**src/core/ids_pkg.sv**
```systemverilog
/*
  Shared constants and carriers for the injector driver supervisor.
  Assumes a single 100 MHz clock and the register port of the top module.
*/
package ids_pkg;
  // ---------------------------------------------------------------
  // Register map
  // ---------------------------------------------------------------
  localparam logic [7:0] ADDR_CTRL   = 8'h00;
  localparam logic [7:0] ADDR_PEAK   = 8'h04;
  localparam logic [7:0] ADDR_HOST   = 8'h08;
  localparam logic [7:0] ADDR_CMD    = 8'h0C;
  localparam logic [7:0] ADDR_VSET   = 8'h10;
  localparam logic [7:0] ADDR_CURR   = 8'h14;
  localparam logic [7:0] ADDR_TIME   = 8'h18;
  localparam logic [7:0] ADDR_STATUS = 8'h1C;

  localparam logic [7:0]  RST_BYTE = 8'h00;
  localparam logic [15:0] RST_HALF = 16'h0000;
  localparam logic [31:0] RST_WORD = 32'h0000_0000;

  // ---------------------------------------------------------------
  // Timing
  // ---------------------------------------------------------------
  localparam int CLK_PERIOD_NS = 10;
  localparam int FIELD_MAX     = 255;
  localparam int PEAK_MAX_NS   = 500000;
  localparam int HV_MAX_NS     = 400000;
  localparam int RET_MAX_NS    = 1600000;
  localparam int WD_PERIOD_NS  = 100000000;
  // Cycles per interval step less one, rounded down so a full field never overruns.
  localparam logic [9:0] PEAK_STEP_CYC = 10'(PEAK_MAX_NS / CLK_PERIOD_NS / FIELD_MAX - 1);
  localparam logic [9:0] HV_STEP_CYC   = 10'(HV_MAX_NS / CLK_PERIOD_NS / FIELD_MAX - 1);
  localparam logic [9:0] RET_STEP_CYC  = 10'(RET_MAX_NS / CLK_PERIOD_NS / FIELD_MAX - 1);
  localparam int WD_TIMEOUT_CYC = WD_PERIOD_NS / CLK_PERIOD_NS;
  localparam logic [1:0] CAL_LAST_WORD = 2'h2;
  localparam int CRIT_FAULTS = 7;

  // ---------------------------------------------------------------
  // Carriers
  // ---------------------------------------------------------------
  typedef struct packed {
    logic single_shot_trigger;
    logic single_shot_enable;
    logic safety_toggle_input;
    logic fault_clear_request;
    logic calibrate_request;
    logic boost_supply_enable;
    logic injection_permit;
    logic drive_unit_enable;
  } ids_ctrl_type;

  typedef enum logic [1:0] {
    PH_IDLE   = 2'b00,
    PH_PULSE  = 2'b01,
    PH_RETURN = 2'b10
  } ids_phase_type;

  typedef struct packed {
    logic       drive_enable;
    logic       boost_run;
    logic [7:0] voltage_setpoint;
    logic [7:0] current_target;
    logic       high_voltage_drive;
    logic       energy_return;
  } ids_stage_type;
endpackage : ids_pkg

```
**src/core/ids_supervisor.sv**
```systemverilog
/*
  Supervisor, calibration sender and pulse-phase controller of the injector driver.
  Assumes unit pins, fault pins and the fuel command come from outside the clock domain,
  and that software toggles the safety bit and drives the control bits over the register port.
*/
// Our own choices: the strobed register port and the placing of the registers.
module ids_supervisor #(
  parameter int WD_TIMEOUT = ids_pkg::WD_TIMEOUT_CYC
) (
  input  wire logic                            mclk,
  input  wire logic                            rst_n,
  input  wire logic [7:0]                      reg_addr,
  input  wire logic [31:0]                     reg_wdata,
  input  wire logic                            reg_wr,
  input  wire logic                            reg_rd,
  output logic      [31:0]                     reg_rdata,
  input  wire logic                            unit_inserted,
  input  wire logic                            unit_powered,
  input  wire logic                            fuel_command,
  input  wire logic [ids_pkg::CRIT_FAULTS-1:0] critical_fault_in,
  output logic                                 unit_link_active,
  output logic                                 cal_word_valid,
  output logic      [15:0]                     cal_word_data,
  output logic      [7:0]                      link_control_word,
  output logic      [7:0]                      host_mode_word,
  output logic      [31:0]                     host_command_word,
  output ids_pkg::ids_stage_type               stage_cmd
);
  import ids_pkg::*;
  // ---------------------------------------------------------------
  // Input synchronisers
  // ---------------------------------------------------------------
  logic [CRIT_FAULTS+2:0] sync1_r;
  logic [CRIT_FAULTS+2:0] sync2_r;
  // Two flops on every unit, fuel and fault pin before any logic looks at it.
  always_ff @(posedge mclk or negedge rst_n) begin
    if (!rst_n) begin
      sync1_r <= '0;
      sync2_r <= '0;
    end else begin
      sync1_r <= {critical_fault_in, fuel_command, unit_powered, unit_inserted};
      sync2_r <= sync1_r;
    end
  end
  logic                   ins_s;
  logic                   pwr_s;
  logic                   fuel_s;
  logic [CRIT_FAULTS-1:0] flt_s;
  assign ins_s  = sync2_r[0];
  assign pwr_s  = sync2_r[1];
  assign fuel_s = sync2_r[2];
  assign flt_s  = sync2_r[CRIT_FAULTS+2:3];
  // ---------------------------------------------------------------
  // Register file
  // ---------------------------------------------------------------
  ids_ctrl_type ctrl_r, ctrl_nxt;
  logic [7:0]   peak_r, peak_nxt;
  logic [15:0]  host_r, host_nxt;
  logic [31:0]  cmd_r, cmd_nxt;
  logic [15:0]  vset_r, vset_nxt, curr_r, curr_nxt, time_r, time_nxt;
  logic [31:0]  rdata_r, rdata_nxt;
  logic [31:0]  status_word;
  // Writes update the addressed register; reads answer in the next cycle.
  always_comb begin
    ctrl_nxt  = ctrl_r;
    peak_nxt  = peak_r;
    host_nxt  = host_r;
    cmd_nxt   = cmd_r;
    vset_nxt  = vset_r;
    curr_nxt  = curr_r;
    time_nxt  = time_r;
    rdata_nxt = RST_WORD;
    if (reg_wr) begin
      unique case (reg_addr)
        ADDR_CTRL: ctrl_nxt = reg_wdata[7:0];
        ADDR_PEAK: peak_nxt = reg_wdata[7:0];
        ADDR_HOST: host_nxt = reg_wdata[15:0];
        ADDR_CMD:  cmd_nxt  = reg_wdata;
        ADDR_VSET: vset_nxt = reg_wdata[15:0];
        ADDR_CURR: curr_nxt = reg_wdata[15:0];
        ADDR_TIME: time_nxt = reg_wdata[15:0];
        default:   ;
      endcase
    end
    if (reg_rd) begin
      unique case (reg_addr)
        ADDR_CTRL:   rdata_nxt = {24'h000000, ctrl_r};
        ADDR_PEAK:   rdata_nxt = {24'h000000, peak_r};
        ADDR_HOST:   rdata_nxt = {16'h0000, host_r};
        ADDR_CMD:    rdata_nxt = cmd_r;
        ADDR_VSET:   rdata_nxt = {16'h0000, vset_r};
        ADDR_CURR:   rdata_nxt = {16'h0000, curr_r};
        ADDR_TIME:   rdata_nxt = {16'h0000, time_r};
        ADDR_STATUS: rdata_nxt = status_word;
        default:     rdata_nxt = RST_WORD;
      endcase
    end
  end
  always_ff @(posedge mclk or negedge rst_n) begin
    if (!rst_n) begin
      ctrl_r  <= RST_BYTE;
      peak_r  <= RST_BYTE;
      host_r  <= RST_HALF;
      cmd_r   <= RST_WORD;
      vset_r  <= RST_HALF;
      curr_r  <= RST_HALF;
      time_r  <= RST_HALF;
      rdata_r <= RST_WORD;
    end else begin
      ctrl_r  <= ctrl_nxt;
      peak_r  <= peak_nxt;
      host_r  <= host_nxt;
      cmd_r   <= cmd_nxt;
      vset_r  <= vset_nxt;
      curr_r  <= curr_nxt;
      time_r  <= time_nxt;
      rdata_r <= rdata_nxt;
    end
  end
  assign reg_rdata         = rdata_r;
  assign link_control_word = host_r[7:0];
  assign host_mode_word    = host_r[15:8];
  assign host_command_word = cmd_r;
  // ---------------------------------------------------------------
  // Supervision: detection, watchdog, faults, calibration
  // ---------------------------------------------------------------
  logic                   detected_r, detected_nxt, relock_r, relock_nxt;
  logic                   pwr_d_r, cal_d_r, clr_d_r, tog_d_r;
  logic [23:0]            wd_cnt_r, wd_cnt_nxt;
  logic                   wd_ok_r, wd_ok_nxt;
  logic [CRIT_FAULTS-1:0] crit_r, crit_nxt;
  logic                   cal_busy_r, cal_busy_nxt, cal_done_r, cal_done_nxt, cal_vld_r, cal_vld_nxt;
  logic [1:0]             cal_idx_r, cal_idx_nxt;
  logic [15:0]            cal_dat_r, cal_dat_nxt;
  logic                   link_ok, op_ok, cal_edge, clr_edge;
  assign link_ok  = ctrl_r.drive_unit_enable & ins_s & pwr_s & ~relock_r;
  assign cal_edge = ctrl_r.calibrate_request & ~cal_d_r;
  assign clr_edge = ctrl_r.fault_clear_request & ~clr_d_r;
  assign op_ok    = detected_r & cal_done_r & wd_ok_r & ~(|crit_r) & ~relock_r;
  always_comb begin
    detected_nxt = detected_r;
    relock_nxt   = relock_r;
    if (link_ok) begin
      detected_nxt = 1'b1;
    end
    if (!ctrl_r.drive_unit_enable || !ins_s) begin
      detected_nxt = 1'b0;
      relock_nxt   = 1'b0;
    end else if (detected_r && pwr_d_r && !pwr_s) begin
      relock_nxt   = 1'b1; // Power loss keeps the flag but needs an enable cycle.
    end
    wd_cnt_nxt = wd_cnt_r;
    wd_ok_nxt  = wd_ok_r;
    if (ctrl_r.safety_toggle_input != tog_d_r) begin
      wd_cnt_nxt = '0;
      wd_ok_nxt  = 1'b1;
    end else if (wd_cnt_r >= 24'(WD_TIMEOUT - 1)) begin
      wd_ok_nxt  = 1'b0;
    end else begin
      wd_cnt_nxt = wd_cnt_r + 24'h000001;
    end
    crit_nxt = (crit_r & ~{CRIT_FAULTS{clr_edge}}) | flt_s;
    cal_busy_nxt = cal_busy_r;
    cal_done_nxt = cal_done_r;
    cal_idx_nxt  = cal_idx_r;
    cal_vld_nxt  = 1'b0;
    cal_dat_nxt  = cal_dat_r;
    if (cal_busy_r) begin
      cal_vld_nxt = 1'b1;
      unique case (cal_idx_r)
        2'h0:    cal_dat_nxt = vset_r;
        2'h1:    cal_dat_nxt = curr_r;
        default: cal_dat_nxt = time_r;
      endcase
      cal_idx_nxt = cal_idx_r + 2'h1;
      if (cal_idx_r == CAL_LAST_WORD) begin
        cal_busy_nxt = 1'b0;
        cal_done_nxt = 1'b1;
      end
    end else if (cal_edge && detected_r) begin
      cal_busy_nxt = 1'b1;
      cal_done_nxt = 1'b0;
      cal_idx_nxt  = 2'h0;
    end
    if (!detected_r || relock_r) begin
      cal_busy_nxt = 1'b0;
      cal_done_nxt = 1'b0;
    end
  end
  always_ff @(posedge mclk or negedge rst_n) begin
    if (!rst_n) begin
      detected_r <= 1'b0;
      relock_r   <= 1'b0;
      pwr_d_r    <= 1'b0;
      cal_d_r    <= 1'b0;
      clr_d_r    <= 1'b0;
      tog_d_r    <= 1'b0;
      wd_cnt_r   <= '0;
      wd_ok_r    <= 1'b0;
      crit_r     <= '0;
      cal_busy_r <= 1'b0;
      cal_done_r <= 1'b0;
      cal_idx_r  <= 2'h0;
      cal_vld_r  <= 1'b0;
      cal_dat_r  <= RST_HALF;
    end else begin
      detected_r <= detected_nxt;
      relock_r   <= relock_nxt;
      pwr_d_r    <= pwr_s;
      cal_d_r    <= ctrl_r.calibrate_request;
      clr_d_r    <= ctrl_r.fault_clear_request;
      tog_d_r    <= ctrl_r.safety_toggle_input;
      wd_cnt_r   <= wd_cnt_nxt;
      wd_ok_r    <= wd_ok_nxt;
      crit_r     <= crit_nxt;
      cal_busy_r <= cal_busy_nxt;
      cal_done_r <= cal_done_nxt;
      cal_idx_r  <= cal_idx_nxt;
      cal_vld_r  <= cal_vld_nxt;
      cal_dat_r  <= cal_dat_nxt;
    end
  end
  assign unit_link_active = link_ok;
  assign cal_word_valid   = cal_vld_r;
  assign cal_word_data    = cal_dat_r;
  // ---------------------------------------------------------------
  // Pulse phase controller
  // ---------------------------------------------------------------
  // Steps an interval: low byte counts steps, high bits count cycles per step.
  function automatic logic [17:0] tick_down(input logic [17:0] st, input logic [9:0] reload);
    logic [17:0] res;
    res = st;
    if (st[7:0] != 8'h00) begin
      if (st[17:8] == 10'h000) begin
        res = {reload, st[7:0] - 8'h01};
      end else begin
        res = {st[17:8] - 10'h001, st[7:0]};
      end
    end
    return res;
  endfunction : tick_down
  ids_phase_type phase_r, phase_nxt;
  logic [17:0]   peak_t_r, peak_t_nxt;
  logic [17:0]   hv_t_r, hv_t_nxt;
  logic [17:0]   ret_t_r, ret_t_nxt;
  ids_stage_type stage_r, stage_nxt;
  logic          pulse_on;
  assign pulse_on = fuel_s & op_ok & ctrl_r.injection_permit;
  // Fuel commands only start phases; the permit alone never starts one.
  always_comb begin
    phase_nxt  = phase_r;
    peak_t_nxt = tick_down(peak_t_r, PEAK_STEP_CYC);
    hv_t_nxt   = tick_down(hv_t_r, HV_STEP_CYC);
    ret_t_nxt  = tick_down(ret_t_r, RET_STEP_CYC);
    unique case (phase_r)
      PH_IDLE: begin
        if (pulse_on) begin
          phase_nxt  = PH_PULSE;
          peak_t_nxt = {PEAK_STEP_CYC, peak_r};
          hv_t_nxt   = {HV_STEP_CYC, time_r[7:0]};
        end
      end
      PH_PULSE: begin
        if (!pulse_on) begin
          phase_nxt = PH_RETURN;
          ret_t_nxt = {RET_STEP_CYC, time_r[15:8]};
        end
      end
      PH_RETURN: begin
        if (ret_t_r[7:0] == 8'h00) begin
          phase_nxt = PH_IDLE;
        end
      end
      default: phase_nxt = PH_IDLE;
    endcase
    stage_nxt.boost_run    = op_ok & ctrl_r.boost_supply_enable;
    stage_nxt.drive_enable = op_ok & ctrl_r.injection_permit;
    stage_nxt.voltage_setpoint = (phase_r == PH_IDLE) ? vset_r[7:0] : vset_r[15:8];
    stage_nxt.current_target = (phase_r == PH_PULSE && peak_t_r[7:0] != 8'h00) ? curr_r[7:0] : curr_r[15:8];
    stage_nxt.high_voltage_drive = (phase_r == PH_PULSE) && (hv_t_r[7:0] != 8'h00) && op_ok;
    stage_nxt.energy_return = (phase_r == PH_RETURN) && (ret_t_r[7:0] != 8'h00) && op_ok;
  end
  always_ff @(posedge mclk or negedge rst_n) begin
    if (!rst_n) begin
      phase_r  <= PH_IDLE;
      peak_t_r <= '0;
      hv_t_r   <= '0;
      ret_t_r  <= '0;
      stage_r  <= '0;
    end else begin
      phase_r  <= phase_nxt;
      peak_t_r <= peak_t_nxt;
      hv_t_r   <= hv_t_nxt;
      ret_t_r  <= ret_t_nxt;
      stage_r  <= stage_nxt;
    end
  end
  assign stage_cmd   = stage_r;
  assign status_word = {14'h0000, phase_r, 1'b0, crit_r, 3'h0, link_ok, wd_ok_r, |crit_r, cal_done_r, detected_r};
endmodule : ids_supervisor

```
**config.mk**
```make
export PLATFORM = sky130hd
export DESIGN_NAME = ids_supervisor
export DESIGN_NICKNAME = d
export VERILOG_FILES = /design/src/core/ids_pkg.sv /design/src/core/ids_supervisor.sv
export SDC_FILE = /design/constraint.sdc
export NUM_CORES = 1
export LEC_CHECK = 0
export ABC_AREA = 0
export BUFFER_PORTS_ARGS = -buffer_cell sky130_fd_sc_hd__clkbuf_2
export CAP_MARGIN = 25
export CORE_MARGIN = 2
export CORE_UTILIZATION = 37
export DETAILED_ROUTE_END_ITERATION = 16
export SLEW_MARGIN = 20
export SYNTH_ARGS = -nofsm -noshare
export SYNTH_HDL_FRONTEND = slang
export SYNTH_SLANG_ARGS = --single-unit
```
**constraint.sdc**
```tcl
create_clock -name mclk -period 2.6 [get_ports mclk]
set_input_delay 0.13 -clock mclk [delete_from_list [all_inputs] [get_ports mclk]]
set_output_delay 0.13 -clock mclk [all_outputs]
set_load 0.02 [all_outputs]
```
==> results.json <==
{
  "p_leak_nw": 8.16,
  "antenna_found_initial": 2,
  "async_reset_ff_frac": 1.00,
  "place_hpwl_um": 27300,
  "rows": 69,
  "vdd_drop_max_mv": 0.387,
  "placement.io_buffers": 171,
  "die-area_sq_mm": 0.0377,
  "syn_to_final_growth_pct": 23.3,
  "cts_setup_buffers": 0,
  "final_antenna_net_count": 0,
  "crit_top_cell": "nor2_1",
  "arrival_ns": 2.63,
  "grt_pass1_wl_um": 59300,
  "drc": 0,
  "cp_slowest_cell": "or4b_2",
  "p_switching_mw": 2.53,
  "clockPowerShare": 0.457,
  "detail_route.wl_per_cell_um": 20.3,
  "rsz0062_at_grt": "false",
  "path_class": "register to register",
  "start_util": 0.376,
  "cp_cell_sequence": "inv_1, ha_1, or4b_2, nor3_1, nor2_1, a31oi_1, nor2_1",
  "yosysWarnings": 0,
  "min_period_ns": 2.23,
  "avgViaCountPerCell": 5.40,
  "die-width_um": 194,
  "setup-tns-final_ns": 0,
  "routed_wl_um": 38100,
  "clk_path_buf_depth": 3,
  "cp_max_fo": 5,
  "synth_cell_types": 67,
  "internal_power_mw": 8.09,
  "syn-instance-count": 1161,
  "synth.avg_cell_area_sq_um": 11.5,
  "seq_area_sq_mm": 0.00748,
  "cap_violations": 0,
  "synth-seq-area-share": 0.560,
  "hold_violations": 0,
  "synth_edf_count": 0,
  "timing.fmax_mhz": 449,
  "ys.flop_type": "dfrtp_1",
  "postCtsResizedCells": 0,
  "grtUsageTotal": 0.201,
  "crit_path_start_kind": "register",
  "cts_root_buffer": "clkbuf_16",
  "fin_skew_ns": 0.0237,
  "p_sw_frac": 0.238,
  "fp.coreArea_sq_mm": 0.0356,
  "whs_ns": 0.0364,
  "chipHeight_um": 194,
  "numCtsBuffers": 36,
  "grt_pass1_vias": 10100,
  "powerDensity_mw_per_mm2": 644,
  "final_nets": 1461,
  "nFillCells": 3321,
  "cts_htree_levels": 2,
  "tightestPinTransition_ns": 0.863,
  "finalCritPeriodShare": 0.857,
  "grt_start_max_net_pins": 66,
  "gp_congestion": 0.848,
  "clk_pin_slew_ns": 0.06,
  "end_kind": "register",
  "numClockSinks": 299,
  "critPathMaxStageDelay_ns": 0.61,
  "drt_iter0_drc": 721,
  "vias": 10100,
  "drive_gt1_frac": 0.300,
  "multi_input_area_sq_mm": 0.00560,
  "clk_latency_ns": 0.53,
  "synth_nets": 1227,
  "hold_class": "input port to register",
  "seqPwrFrac": 0.472,
  "status": "complete, no violations",
  "combPwrFrac": 0.071,
  "synth.ff_latch_count": 299,
  "synth_area_sq_mm": 0.0134,
  "ioPinCount": 172,
  "final_max_slew_viol_count": 0,
  "dr.pass1.iters": 5,
  "grt_overflow": 0,
  "critPathRequiredTime_ns": 3.00,
  "maxSlewHeadroom": 0.425,
  "setup_violations": 0,
  "cts_tree": "done"
}
## logic make-up after synthesis
family / after synthesis / synth area share
AND/OR/NAND/NOR: 390 / 0.147
flip-flops: 299 / 0.560
multiplexers: 179 / 0.153
AO/OA/AOI/OAI: 178 / 0.0873
buffers and inverters: 72 / 0.0216
XOR/XNOR: 31 / 0.0203
adder cells (fa/ha/maj): 12 / 0.0112
## Yosys cell counts, types with 6 or more instances
library cell  instances  area share
a22oi_1              26       0.015
xor2_1               10      0.0066
ha_1                 12       0.011
a31oi_1              30       0.014
nor2b_1               7      0.0033
nor2_1              116       0.033
or4_1                13      0.0073
a21o_1               10      0.0056
nand2b_1              6      0.0028
xnor2_1              21       0.014
and2_1               21      0.0098
o31ai_1               8      0.0045
and3_1               13      0.0061
nand3_1              24      0.0090
inv_1                19      0.0053
nand2_1              97       0.027
buf_2                12      0.0045
dfrtp_1             299        0.56
clkbuf_1             36       0.010
mux2i_1              32       0.024
a21oi_1              46       0.017
or3_1                 8      0.0037
nor4b_1               6      0.0039
mux4_2                6       0.010
nor3_1               24      0.0090
o21ai_0              25      0.0094
a221oi_1              6      0.0039
nor4_1               15      0.0070
nand4_1              12      0.0056
mux2_2              140        0.12
## worst max-delay path: cells and delay by family, from the launching register on
kind / cells / cell delay (ns)
simple gates: 4 / 1.26
flops: 1 / 0.38
compound gates: 1 / 0.21
fa+ha+maj: 1 / 0.18
buf+inv: 1 / 0.08
## sequential cells by signal, indices dropped and copies added (netlist names), 7 cells and up
signal             count
cal_word_data         16
sync2_r               10
ret_t_r               18
peak_r                 8
wd_cnt_r              24
sync1_r               10
peak_t_r              18
curr_r                16
hv_t_r                18
crit_r                 7
host_r                16
ctrl_r                 8
time_r                16
vset_r                16
reg_rdata             32
host_command_word     32
stage_cmd             20
## placed cells by master, fill, tap and decap left out, types with 10 or more instances in the layout
cell type / count
xor2_1: 10
and3_1: 12
or4_1: 13
and2_1: 21
clkbuf_2: 170
nor4_1: 15
nor2_1: 116
nand4_1: 12
xnor2_1: 21
a21oi_1: 46
a31oi_1: 30
nor3_1: 24
o21ai_0: 25
a21o_1: 10
mux2_2: 140
dfrtp_1: 299
clkbuf_16: 38
mux2i_1: 32
dlygate4sd3_1: 38
nand3_1: 24
nand2_1: 97
a22oi_1: 26
ha_1: 12
buf_4: 35
inv_1: 19
## area by class of cell
cell class,count,area share
sequential,299,0.454
multi-input combinational,790,0.340
timing repair buffer,249,0.0977
clock buffer,49,0.0620
tap,461,0.0350
clock inverter,9,0.00668
inverter,19,0.00433
antenna,1,0.000152
## power groups by stage
stage	clock (mW)	sequential, mW	combinational (mW)
final	4.85	5.01	0.756
after global routing	5.15	5.03	0.831
after CTS	4.96	5.00	0.766
after detailed placement	0	5.08	0.717
after global placement	0	5.08	0.703
after floorplan	0	5.08	0.313
## worst paths after layout
| kind | startpoint | to | slack (ns) | cells past startpoint |
|---|---|---|---|---|
| worst max-delay path | peak_t_r[8] | peak_t_r[16] | 0.37 | 7 |
| worst min-delay path | reg_wdata[2] | curr_r[2] | 0.04 | 2 |
| worst max register to register | peak_t_r[8] | peak_t_r[16] | 0.37 | 7 |
| worst min register to register | sync1_r[1] | sync2_r[1] | 0.34 | 0 |
| max in group asynchronous | rst_n | cal_word_data[7] | 1.69 | 3 |
| min in group asynchronous | rst_n | wd_cnt_r[19] | 0.17 | 2 |
## through the flow
stage / setup slack [ns] / total power, mW / cells / cell area, sq um / util
after floorplan: 0.511 / 5.39 / 1161 / 13400 / -
after global placement: 0.329 / 5.78 / 1780 / 15000 / 0.421
after detailed placement: 0.290 / 5.80 / 1780 / 15000 / 0.421
after CTS: 0.280 / 10.7 / 1876 / 16500 / 0.463
after global routing: 0.156 / 11.0 / 1877 / 16500 / 0.463
final: 0.371 / 10.6 / 1877 / 16500 / 0.463
## layer usage
| metal | vias up | wire length, um | track usage |
|---|---|---|---|
| met4 | 0 | 1050 | 0.0626 |
| met3 | 67 | 2250 | 0.0374 |
| met1 | 5108 | 17000 | 0.279 |
| li1 | 4664 | - | - |
| met2 | 294 | 17800 | 0.319 |
| met5 | - | 0 | 0 |
## timing repair
item,4_1_cts,5_1_grt
endpoints found under the hold margin,139,0
endpoints found under the setup margin,0,0
hold buffers,38,0
(Power assumes the default switching activity.)
